$ cat config.mk
export PLATFORM = sky130hd
export DESIGN_NAME = sps_sequencer
export DESIGN_NICKNAME = d
export VERILOG_FILES = /design/src/sps_pkg.sv /design/src/sps_bo_filter.sv /design/src/sps_sequencer.sv /design/src/sps_sync.sv
export SDC_FILE = /design/constraint.sdc
export NUM_CORES = 1
export LEC_CHECK = 0
export CAP_MARGIN = 20
export CORE_ASPECT_RATIO = 0.75
export CORE_MARGIN = 3
export CORE_UTILIZATION = 47
export DETAILED_ROUTE_END_ITERATION = 8
export DONT_BUFFER_PORTS = 1
export HOLD_SLACK_MARGIN = 0.02
export PLACE_DENSITY = 0.64
export SYNTH_ARGS = -nofsm -noshare
export SYNTH_HDL_FRONTEND = slang
export SYNTH_HIERARCHICAL = 1
export SYNTH_SLANG_ARGS = --single-unit
$ cat constraint.sdc
create_clock -name clock -period 2.75 [get_ports clock]
set_clock_uncertainty 0.1 [all_clocks]
set_input_delay 0.1375 -clock clock [delete_from_list [all_inputs] [get_ports clock]]
set_output_delay 0.1375 -clock clock [all_outputs]
set_load 0.1 [all_outputs]
$ cat src/sps_pkg.sv
package sps_pkg;

  // clock rate
  localparam int unsigned CLK_MHZ = 250;

  // start-up and brownout times, in ns
  localparam int unsigned SETTLE_NS = 26000;
  localparam int unsigned LOOP_NS = 70000;
  localparam int unsigned FILT_NS = 20000;

  // times as clock cycles, rounded up
  localparam int unsigned SETTLE_CYC = (SETTLE_NS * CLK_MHZ + 999) / 1000;
  localparam int unsigned LOOP_CYC = (LOOP_NS * CLK_MHZ + 999) / 1000;
  localparam int unsigned FILT_CYC = (FILT_NS * CLK_MHZ + 999) / 1000;

  // counter width
  localparam int unsigned CNT_W = 16;

  // register port widths
  localparam int unsigned ADDR_W = 8;
  localparam int unsigned DATA_W = 32;

  // register offsets
  localparam logic [ADDR_W-1:0] REG_STATUS = 8'h00;
  localparam logic [ADDR_W-1:0] REG_MASK = 8'h04;
  localparam logic [ADDR_W-1:0] REG_CTRL = 8'h08;
  localparam logic [ADDR_W-1:0] REG_STATE = 8'h0C;

  // event bits of status and mask
  localparam int unsigned EV_POR = 0;
  localparam int unsigned EV_DEEP = 1;
  localparam int unsigned EV_DIP = 2;
  localparam int unsigned EV_READY = 3;
  localparam int unsigned EV_N = 4;

  // control bits
  localparam int unsigned CTRL_SOFT_POR = 0;

  // state register fields
  localparam int unsigned STF_STATE_LSB = 0;
  localparam int unsigned STF_SUP_LSB = 4;
  localparam int unsigned STF_OUT_LSB = 8;

  // reset values
  localparam logic [EV_N-1:0] STATUS_RST = 4'h0;
  localparam logic [EV_N-1:0] MASK_RST = 4'h0;

  // sequencer states
  typedef enum logic [3:0] {
    SPS_POR = 4'h1,
    SPS_SETTLE = 4'h2,
    SPS_SENSOR = 4'h4,
    SPS_RUN = 4'h8
  } sps_state_t;

  // supply monitor levels
  typedef struct packed {
    logic above_bo;
    logic above_deep;
  } sps_supply_t;

  // sequencer drive outputs
  typedef struct packed {
    logic sensor_en;
    logic loop_en;
    logic coil_drive_a;
    logic coil_drive_b;
    logic error_n;
  } sps_drive_t;

  localparam sps_drive_t DRIVE_OFF = '{
    sensor_en: 1'b0,
    loop_en: 1'b0,
    coil_drive_a: 1'b0,
    coil_drive_b: 1'b0,
    error_n: 1'b0
  };

endpackage

$ cat src/sps_bo_filter.sv
`timescale 1ns/10ps
`default_nettype none

module sps_bo_filter
  import sps_pkg::*;
#(
  parameter int unsigned FILT_CYCLES = FILT_CYC
) (
  // clock and reset
  input wire logic clock,
  input wire logic rst,
  // control and level
  input wire logic clear,
  input wire logic below,
  // results
  output logic trip,
  output logic dip_ignored
);

  if (FILT_CYCLES < 1 || FILT_CYCLES >= (1 << CNT_W)) begin : g_bad_filt
    $error("sps_bo_filter: FILT_CYCLES out of range");
  end

  localparam logic [CNT_W-1:0] FILT_MAX = CNT_W'(FILT_CYCLES);

  typedef struct packed {
    logic [CNT_W-1:0] cnt;
    logic trip;
    logic dip;
  } sps_filt_st_t;

  sps_filt_st_t s;
  sps_filt_st_t next_s;

  always_comb begin
    next_s = s;
    next_s.trip = 1'b0;
    next_s.dip = 1'b0;
    if (clear) begin
      next_s.cnt = '0;
    end else if (below) begin
      if (s.cnt == FILT_MAX) begin
        next_s.trip = 1'b1;
      end else begin
        next_s.cnt = s.cnt + 1'b1;
      end
    end else begin
      next_s.dip = (s.cnt != '0);
      next_s.cnt = '0;
    end
  end

  always_ff @(posedge clock or posedge rst) begin
    if (rst) begin
      s <= '0;
    end else begin
      s <= next_s;
    end
  end

  assign trip = s.trip;
  assign dip_ignored = s.dip;

endmodule // sps_bo_filter

`default_nettype wire

$ cat src/sps_sequencer.sv
// Our own choices: the register addresses and strobed register access.
`timescale 1ns/10ps
`default_nettype none

module sps_sequencer
  import sps_pkg::*;
#(
  parameter int unsigned SETTLE_CYCLES = SETTLE_CYC,
  parameter int unsigned LOOP_CYCLES = LOOP_CYC,
  parameter int unsigned FILT_CYCLES = FILT_CYC
) (
  // clock and reset
  input wire logic clock,
  input wire logic rst,
  // supply monitor pins
  input wire logic supply_above_bo,
  input wire logic supply_above_deep,
  // requests from the loop and diagnostics
  input wire logic coil_drive_a_req,
  input wire logic coil_drive_b_req,
  input wire logic diag_error_n,
  // front end controls
  output logic sensor_en,
  output logic loop_en,
  output logic coil_drive_a,
  output logic coil_drive_b,
  output logic error_n,
  // register port
  input wire logic [ADDR_W-1:0] reg_addr,
  input wire logic [DATA_W-1:0] reg_wdata,
  input wire logic reg_wr,
  input wire logic reg_rd,
  output logic [DATA_W-1:0] reg_rdata,
  // interrupt
  output logic irq
);

  if (SETTLE_CYCLES < 1 || SETTLE_CYCLES >= LOOP_CYCLES) begin : g_bad_settle
    $error("sps_sequencer: SETTLE_CYCLES must be at least 1 and below LOOP_CYCLES");
  end
  if (LOOP_CYCLES >= (1 << CNT_W)) begin : g_bad_loop
    $error("sps_sequencer: LOOP_CYCLES does not fit the counter");
  end

  localparam logic [CNT_W-1:0] SETTLE_LAST = CNT_W'(SETTLE_CYCLES - 1);
  localparam logic [CNT_W-1:0] LOOP_LAST = CNT_W'(LOOP_CYCLES - 1);
  localparam logic [CNT_W-1:0] CNT_FIRST = CNT_W'(1);

  typedef struct packed {
    sps_state_t state;
    logic [CNT_W-1:0] cnt;
    sps_drive_t drv;
    logic [EV_N-1:0] status;
    logic [EV_N-1:0] mask;
    logic irq;
    logic [DATA_W-1:0] rdata;
  } sps_seq_st_t;

  localparam sps_seq_st_t ST_RST = '{
    state: SPS_POR,
    cnt: '0,
    drv: DRIVE_OFF,
    status: STATUS_RST,
    mask: MASK_RST,
    irq: 1'b0,
    rdata: '0
  };

  sps_seq_st_t s;
  sps_seq_st_t next_s;

  // synchronised supply levels
  sps_supply_t sup_pin;
  sps_supply_t sup;

  assign sup_pin.above_bo = supply_above_bo;
  assign sup_pin.above_deep = supply_above_deep;

  sps_sync u_sync (
    .clock(clock),
    .rst(rst),
    .d(sup_pin),
    .q(sup)
  );

  // brownout filter, cleared while in power-on reset
  logic filt_clear;
  logic bo_trip;
  logic dip_ignored;

  assign filt_clear = (s.state == SPS_POR);

  sps_bo_filter #(
    .FILT_CYCLES(FILT_CYCLES)
  ) u_filter (
    .clock(clock),
    .rst(rst),
    .clear(filt_clear),
    .below(!sup.above_bo),
    .trip(bo_trip),
    .dip_ignored(dip_ignored)
  );

  // decoded register accesses
  logic wr_status;
  logic wr_mask;
  logic wr_ctrl;
  logic soft_por;
  logic deep_low;
  logic por_now;
  logic [EV_N-1:0] ev_set;

  always_comb begin
    wr_status = 1'b0;
    wr_mask = 1'b0;
    wr_ctrl = 1'b0;
    if (reg_wr) begin
      if (reg_addr == REG_STATUS) begin
        wr_status = 1'b1;
      end else if (reg_addr == REG_MASK) begin
        wr_mask = 1'b1;
      end else if (reg_addr == REG_CTRL) begin
        wr_ctrl = 1'b1;
      end
    end
  end

  assign soft_por = wr_ctrl && reg_wdata[CTRL_SOFT_POR];
  assign deep_low = !sup.above_deep;
  assign por_now = deep_low || bo_trip || soft_por;

  always_comb begin
    next_s = s;
    ev_set = '0;

    // sequencer
    case (s.state)
      SPS_POR: begin
        next_s.cnt = '0;
        next_s.drv = DRIVE_OFF;
        if (sup.above_bo && sup.above_deep) begin
          next_s.state = SPS_SETTLE;
          next_s.cnt = CNT_FIRST;
        end
      end
      SPS_SETTLE: begin
        next_s.cnt = s.cnt + 1'b1;
        next_s.drv.coil_drive_a = 1'b0;
        next_s.drv.coil_drive_b = 1'b0;
        next_s.drv.error_n = 1'b0;
        if (s.cnt == SETTLE_LAST) begin
          next_s.state = SPS_SENSOR;
          next_s.drv.sensor_en = 1'b1;
        end
      end
      SPS_SENSOR: begin
        next_s.cnt = s.cnt + 1'b1;
        next_s.drv.coil_drive_a = 1'b0;
        next_s.drv.coil_drive_b = 1'b0;
        next_s.drv.error_n = 1'b0;
        if (s.cnt == LOOP_LAST) begin
          next_s.state = SPS_RUN;
          next_s.drv.loop_en = 1'b1;
          next_s.drv.coil_drive_a = coil_drive_a_req;
          next_s.drv.coil_drive_b = coil_drive_b_req;
          next_s.drv.error_n = diag_error_n;
          ev_set[EV_READY] = 1'b1;
        end
      end
      SPS_RUN: begin
        next_s.cnt = '0;
        next_s.drv.sensor_en = 1'b1;
        next_s.drv.loop_en = 1'b1;
        next_s.drv.coil_drive_a = coil_drive_a_req;
        next_s.drv.coil_drive_b = coil_drive_b_req;
        next_s.drv.error_n = diag_error_n;
      end
      default: begin
        next_s.state = SPS_POR;
        next_s.cnt = '0;
        next_s.drv = DRIVE_OFF;
      end
    endcase

    // any power-on reset cause wins over the sequence
    if (por_now) begin
      next_s.state = SPS_POR;
      next_s.cnt = '0;
      next_s.drv = DRIVE_OFF;
      if (s.state != SPS_POR) begin
        ev_set[EV_POR] = 1'b1;
        ev_set[EV_DEEP] = deep_low;
      end
    end
    ev_set[EV_DIP] = dip_ignored && (s.state != SPS_POR);

    // status: write one to clear, a new event wins
    if (wr_status) begin
      next_s.status = s.status & ~reg_wdata[EV_N-1:0];
    end
    next_s.status = next_s.status | ev_set;

    if (wr_mask) begin
      next_s.mask = reg_wdata[EV_N-1:0];
    end

    next_s.irq = |(next_s.status & next_s.mask);

    // read data stands one cycle only
    next_s.rdata = '0;
    if (reg_rd) begin
      if (reg_addr == REG_STATUS) begin
        next_s.rdata[EV_N-1:0] = s.status;
      end else if (reg_addr == REG_MASK) begin
        next_s.rdata[EV_N-1:0] = s.mask;
      end else if (reg_addr == REG_CTRL) begin
        next_s.rdata = '0;
      end else if (reg_addr == REG_STATE) begin
        next_s.rdata[STF_STATE_LSB +: $bits(sps_state_t)] = s.state;
        next_s.rdata[STF_SUP_LSB] = sup.above_deep;
        next_s.rdata[STF_SUP_LSB + 1] = sup.above_bo;
        next_s.rdata[STF_OUT_LSB +: $bits(sps_drive_t)] = s.drv;
      end
    end
  end

  always_ff @(posedge clock or posedge rst) begin
    if (rst) begin
      s <= ST_RST;
    end else begin
      s <= next_s;
    end
  end

  assign sensor_en = s.drv.sensor_en;
  assign loop_en = s.drv.loop_en;
  assign coil_drive_a = s.drv.coil_drive_a;
  assign coil_drive_b = s.drv.coil_drive_b;
  assign error_n = s.drv.error_n;
  assign reg_rdata = s.rdata;
  assign irq = s.irq;

endmodule // sps_sequencer

`default_nettype wire

$ cat src/sps_sync.sv
`timescale 1ns/10ps
`default_nettype none

module sps_sync
  import sps_pkg::*;
(
  // clock and reset
  input wire logic clock,
  input wire logic rst,
  // pin levels in, synchronised levels out
  input wire sps_supply_t d,
  output sps_supply_t q
);

  typedef struct packed {
    sps_supply_t meta;
    sps_supply_t held;
  } sps_sync_st_t;

  sps_sync_st_t s;
  sps_sync_st_t next_s;

  always_comb begin
    next_s.meta = d;
    next_s.held = s.meta;
  end

  always_ff @(posedge clock or posedge rst) begin
    if (rst) begin
      s <= '0;
    end else begin
      s <= next_s;
    end
  end

  assign q = s.held;

endmodule // sps_sync

`default_nettype wire
# [Word-level counts from Yosys, hierarchy flattened]
# Cells that the tools add are included.
[totals] reg_bits=88 latch_bits=0 mem_bits_rw=0 mem_bits_ro=0 in_bits=49 out_inout_bits=38 word_cells=97 memories=0
[op_classes] add_sub_neg=2 multipliers=0 div_mod_pow=0 order_cmp=0 n_eq_ne=18 shift=0 n_mux=42 bitwise_logic=4 reduce_logical=13
[ops] cell="2-to-1 mux 16 bit" count=3
[ops] cell="adder 16 x 1 -> 16 bit (second input constant)" count=2
[ops] cell="equality test 16 x 13 -> 1 bit (second input constant)" count=2
[ops] cell="2-to-1 mux 32 bit" count=1
[ops] cell="one-hot mux 16 bit (2 select lines)" count=1
[ops] cell="2-to-1 mux 28 bit" count=1
[ops] cell="2-to-1 mux 4 bit" count=7
[ops] cell="2-to-1 mux 25 bit" count=1
[ops] cell="2-to-1 mux 20 bit" count=1
[ops] cell="equality test 16 x 15 -> 1 bit (second input constant)" count=1
[ops] cell="equality test 8 x 4 -> 1 bit (second input constant)" count=2
[ops] cell="one-hot mux 4 bit (4 select lines)" count=1
[ops] cell="nonzero test 16 bit" count=1
[ops] cell="2-to-1 mux 1 bit" count=15
[ops] cell="2-to-1 mux 6 bit" count=2
[ops] cell="2-to-1 mux 5 bit" count=2
[ops] cell="2-to-1 mux 9 bit" count=1
[ops] cell="inequality test 3 bit (second input constant)" count=3
[ops] cell="bitwise AND 4 bit" count=2
[ops] cell="equality test 8 x 3 -> 1 bit (second input constant)" count=1
[ops] cell="logical NOT 8 bit" count=1
[ops] cell="2-to-1 mux 2 bit" count=3
[ops] cell="inequality test 2 bit (second input constant)" count=3
[ops] cell="one-hot mux 1 bit (3 select lines)" count=2
[ops] cell="other kinds (16)" count=20

# [Depth between registers and ports, before layout]
[depth] word_depth=11 depth_mapped=7 depth_no_buf=6

# [By module]
# The synthesis kept the hierarchy.
[modules_own_cells] module="sps_sequencer" instances=1 cells_each=246 area_each_um2=2442.3 seq_area_each_um2=1127.3
[modules_own_cells] module="sps_bo_filter" instances=1 cells_each=104 area_each_um2=977.2 seq_area_each_um2=450.4
[modules_own_cells] module="sps_sync" instances=1 cells_each=5 area_each_um2=103.8 seq_area_each_um2=100.1

# [Worst setup path before layout]
# No wires, ideal clock.
[synth_path] kind="register to register" start="reg s[62] (netlist bit)" end="reg u_filter/s[5] (netlist bit)" setup_ps=132 arrival_ps=1893 required_ps=2518 path_slack_ps=625 path_stages_with_launch=6 n_path_buf=2 period_less_slack_ps=2125 cell_sequence="dfstp_2 clkbuf_1 nor4b_1 nand2b_1 clkbuf_1 nor2_1"
[synth_via] elab_chain_cells=2 word_cells_on_any_way=3 classes_between="eq/ne (2); mux (1)"
[synth_lines] element="start, declared" line="sps_sequencer.sv:69" text="sps_seq_st_t s;"
[synth_lines] element="start signal, assigned" line="sps_sequencer.sv:231" text="s <= next_s;"
[synth_lines] element="equality test 4 x 1 -> 1 bit (*)" line="sps_sequencer.sv:91" text="assign filt_clear = (s.state == SPS_POR);"
[synth_lines] element="net filt_clear" line="sps_sequencer.sv:87" text="logic filt_clear;"
[synth_lines] element="inequality test 3 bit (no source line) or 2-to-1 mux 16 bit (tied branches)"
[synth_lines] element="end signal, assigned" line="sps_bo_filter.sv:57" text="s <= next_s;"
[synth_lines] element="end, declared" line="sps_bo_filter.sv:32" text="sps_filt_st_t s;"
# The timed path passes the listed nets; every way through them passes the cells marked *.
# A chain may end at the register's enable or synchronous reset.

==> impl.org <==
** Synth
- In the synthesized netlist the async set-or-reset flop fraction comes to 1.00.
- After synthesis, the netlist uses 47 different library cells.
- Share of the yosys chip area belonging to registers :: 0.476
- For this run, the leading register cell type out of synthesis is sky130_fd_sc_hd__dfrtp_1.
- Number of storage elements in the synthesis netlist :: 67
- Top cell type by total area after synthesis :: sky130_fd_sc_hd__dfrtp_1
- Sorting the synthesized cells by area gives the leading types as sky130_fd_sc_hd__dfrtp_1 47%, sky130_fd_sc_hd__buf_4 6.8%, sky130_fd_sc_hd__nor2_1 3.6%.
- Count of mapped cells out of synthesis :: 355
- Average size of a mapped cell :: 9.93 µm²
- Warnings, synthesis :: 6
- Of the post-synthesis cell area, the dominant cell type holds 0.469.
- Commonest cells in the netlist :: 66 x sky130_fd_sc_hd__dfrtp_1, 34 x sky130_fd_sc_hd__nor2_1, 32 x sky130_fd_sc_hd__buf_4
- In this run the cell area of the synthesized design comes to 3520 µm².
- In this run, synthesis inferred 0 flip-flops with an integrated enable.
- Yosys instantiated no cell more often than sky130_fd_sc_hd__dfrtp_1.

** CTS
- Gates resized during post-CTS repair numbered 0.
- After clock tree synthesis, the clock-pin slew on the worst setup and hold paths is 0.07 ns.
- TritonCTS built the clock tree.
- CTS saw 67 sinks.
- Number of buffers inserted by hold repair at cts :: 17
- Number of buffers inserted during clock tree synthesis :: 9
- The clock reaches the later pin of the worst-skew pair after 0.35 ns.
- Buffers added to address setup during post-CTS repair amount to 0.
- Clk Tree Root Cell :: sky130_fd_sc_hd__clkbuf_8
- Maximum buffer depth of the clock tree :: 2
- The H-tree generated during clock tree synthesis spans 3 levels.

** Min path
- The worst hold path terminates at reg_rdata[0].
- Path class of the lowest-slack min-delay path :: in2reg
- Worst Hold Launch :: reg_addr[3]
- The worst hold path was traced through 3 stages.

** Power and ir drop
- Largest vdd supply drop :: 0.294 mV
- Leak pwr :: 1.63 nW
- Fraction of power spent switching nets :: 0.287
- The share of total power dissipated in combinational logic is 0.107.
- Internal power comes to 1.46 mW.
- Sequential Power Share :: 0.500
- Clock network fraction of total power :: 0.393
- Pwr dens :: 537 nW/µm²
- Overall power consumption after layout is estimated at 2.05 mW.
- Net switching power :: 588 µW

** Global routing
- Maximum number of pins on one net before global-route repair :: 46
- Number of antenna violations at the first check in global routing :: 0
- Across every metal layer, demand over resource in global routing totals 0.173.
- Global route total overflow :: 0
- The number of global-route vias before repair came to 2324.
- Wire length of the first global-routing pass :: 11600 µm

** Placement
- Routability Congestion :: 0.825
- Port bufs :: 0
- Placed instance count :: 431
- The wire-length estimate of the detail-placed layout is 4780 µm.

** Routing
- For this run, design rule violations remaining after detail routing come to 0.
- After the first detailed-routing iteration, the DRC count stood at 121.
- In the routed layout, each cell is associated on average with a via count of 5.43.
- Number of nets with antenna violations after routing :: 0
- Routed length per placed instance :: 14.9 µm
- Number of optimization iterations in the first detailed-route pass :: 4
- Total wirelength of the detailed-routed design :: 6930 µm
- Routed via count :: 2520

** Worst setup path
- CP max FO :: 9
- Highest cell delay on the worst timing path :: 0.51 ns
- Traced cell by cell, the critical path runs through or3b_2, nor4_1, a21oi_1, nor4_2, and2_1.
- Crit path launch type :: register
- Beginning of the worst register-to-register path :: s[56]
- Type of the setup path with the least slack :: reg2reg
- Number of cells on the worst reg-to-reg path :: 5
- Endpoint arrival time on the critical path :: 2.60 ns
- STA classifies the critical path endpoint as a register.
- Worst path slowest cell :: sky130_fd_sc_hd__dfrtp_1
- Flop2flop setup slack :: 0.33 ns
- Endpoint of the worst register-to-register path :: coil_drive_a
- Critical path required time :: 2.93 ns

** STA
- Final critical path time including I/O delays and setup :: 2.42 ns
- Timing would allow up to 0.414 GHz.
- Slew @ Worst Pin :: 0.943 ns
- Total of endpoints with negative setup slack in the final report :: 0
- Unrepaired setup endpoints after global routing :: no
- The max-slew violation count is 0.
- For the final routed database, the setup TNS stands at 0 ns.
- The final hold violation count came to 0.
- In the finished design, the share of the clock period the worst path needs comes to 0.879.
- Max-slew headroom at the worst pin :: 0.371

** Floorplanning
- The initial utilization of the core area, before any placement, comes to 0.501.
- Die area :: 8580 µm²
- 87 I/O pins were placed.
- Width of the die :: 106 µm
- In this run the vertical extent of the chip is 81.0 µm.
- Placement Rows :: 26
- Core Footprint :: 7030 µm²

** Run status
- The flow ran to the end, and the final reports show no timing, DRC or antenna violations.

** Finish
- The repair_antennas step left the layout with diodes totalling 0.
- Final std cells w/o fill :: 464
- Reg area :: 1680 µm²
- Net count, final :: 413
- Once layout is complete, the utilization of the core stands at 0.542.
- Multi-input gate area :: 1550 µm²
- Count of filler cells inserted in the layout :: 624
- P&R area growth vs syn :: 8.13%
- Share of layout cells above drive strength 1 :: 0.123

** Job
- # Max-Cap Violations :: 0
==> cell families (layout without fill, tap and decap cells) <==
family | Yosys count | count (layout) | share of synthesized area
AND/OR/NAND/NOR | 147 | 147 | 0.234
flip-flops | 67 | 67 | 0.476
buffers and inverters | 62 | 53 | 0.105
AO/OA/AOI/OAI | 44 | 44 | 0.0831
XOR/XNOR | 17 | 17 | 0.0423
multiplexers | 14 | 14 | 0.0469
adder cells (fa/ha/maj) | 3 | 3 | 0.0107
other | 1 | 21 | 0.00106
==> critical path, delay by kind of cell (launching register included) <==
family	cells	cell delay [ns]
compound gates	1	0.15
flops	1	0.51
simple gates	4	1.60
==> registers in the layout, indices dropped and copies added (netlist names) <==
register              flops
coil_drive_a              1
coil_drive_b              1
error_n                   1
irq                       1
loop_en                   1
reg_rdata                11
s                        28
sensor_en                 1
u_filter/dip_ignored      1
u_filter/s               16
u_filter/trip             1
u_sync/next_s             2
u_sync/q                  2
==> layout by cell type, fill, tap and decap left out, types with 5 or more instances in the layout <==
cell / count
sky130_fd_sc_hd__a21oi_1: 12
sky130_fd_sc_hd__and2_1: 11
sky130_fd_sc_hd__and3_1: 7
sky130_fd_sc_hd__buf_4: 6
sky130_fd_sc_hd__clkbuf_8: 9
sky130_fd_sc_hd__conb_1: 21
sky130_fd_sc_hd__dfrtp_1: 66
sky130_fd_sc_hd__dlygate4sd3_1: 17
sky130_fd_sc_hd__inv_1: 13
sky130_fd_sc_hd__mux2i_1: 6
sky130_fd_sc_hd__nand2_1: 19
sky130_fd_sc_hd__nand2b_1: 7
sky130_fd_sc_hd__nand3_1: 12
sky130_fd_sc_hd__nand4_1: 10
sky130_fd_sc_hd__nor2_1: 34
sky130_fd_sc_hd__nor4_1: 9
sky130_fd_sc_hd__o21ai_0: 8
sky130_fd_sc_hd__o31ai_1: 5
sky130_fd_sc_hd__or3_1: 5
sky130_fd_sc_hd__or4_1: 7
sky130_fd_sc_hd__xnor2_1: 5
sky130_fd_sc_hd__xor2_1: 12
==> final cells by class <==
| cell class | count | share of cell area |
|---|---|---|
| flip-flops and latches | 67 | 0.440 |
| multi-input cells | 246 | 0.407 |
| repair buffers | 23 | 0.0565 |
| clock buffers | 10 | 0.0335 |
| well taps | 98 | 0.0322 |
| clock inverters | 6 | 0.0171 |
| inverters | 14 | 0.0138 |
==> worst max path at each step <==
| stage | end | start | slack [ns] |
|---|---|---|---|
| finish | coil_drive_a | s[56] | 0.33 |
| global placement | sensor_en | s[56] | 0.34 |
| floorplan | u_filter/s[5] | s[62] | 0.62 |
| detailed placement | coil_drive_a | s[56] | 0.35 |
| CTS | coil_drive_a | s[56] | 0.32 |
| global route | coil_drive_a | s[56] | 0.08 |
==> stage by stage <==
stage	cell area, µm²	hold slack [ns]	setup WS [ns]
2_1_floorplan	3600	-0.196	0.625
3_3_place_gp	3450	-0.186	0.335
3_5_place_dp	3450	-0.180	0.354
4_1_cts	3810	0.0231	0.323
5_1_grt	3810	0.0205	0.0849
6_report	3810	0.0356	0.333
==> routing by layer <==
layer / global-route usage / wire, µm / up-vias
met1: 0.254 / 3400 / 1230
met3: 0.0500 / 417 / 11
met5: 0 / 0 / -
met4: 0.0699 / 106 / 0
met2: 0.240 / 3010 / 81
li1: - / - / 1198
==> power groups by stage <==
stage	Clock, mW	Combinational [mW]	Sequential, mW
after floorplan	0	0.214	1.03
after global placement	0	0.197	1.04
after detailed placement	0	0.198	1.04
after CTS	0.829	0.218	1.02
after global routing	0.868	0.231	1.02
final	0.804	0.218	1.02
No activity file was read; power rests on OpenSTA's default activity.
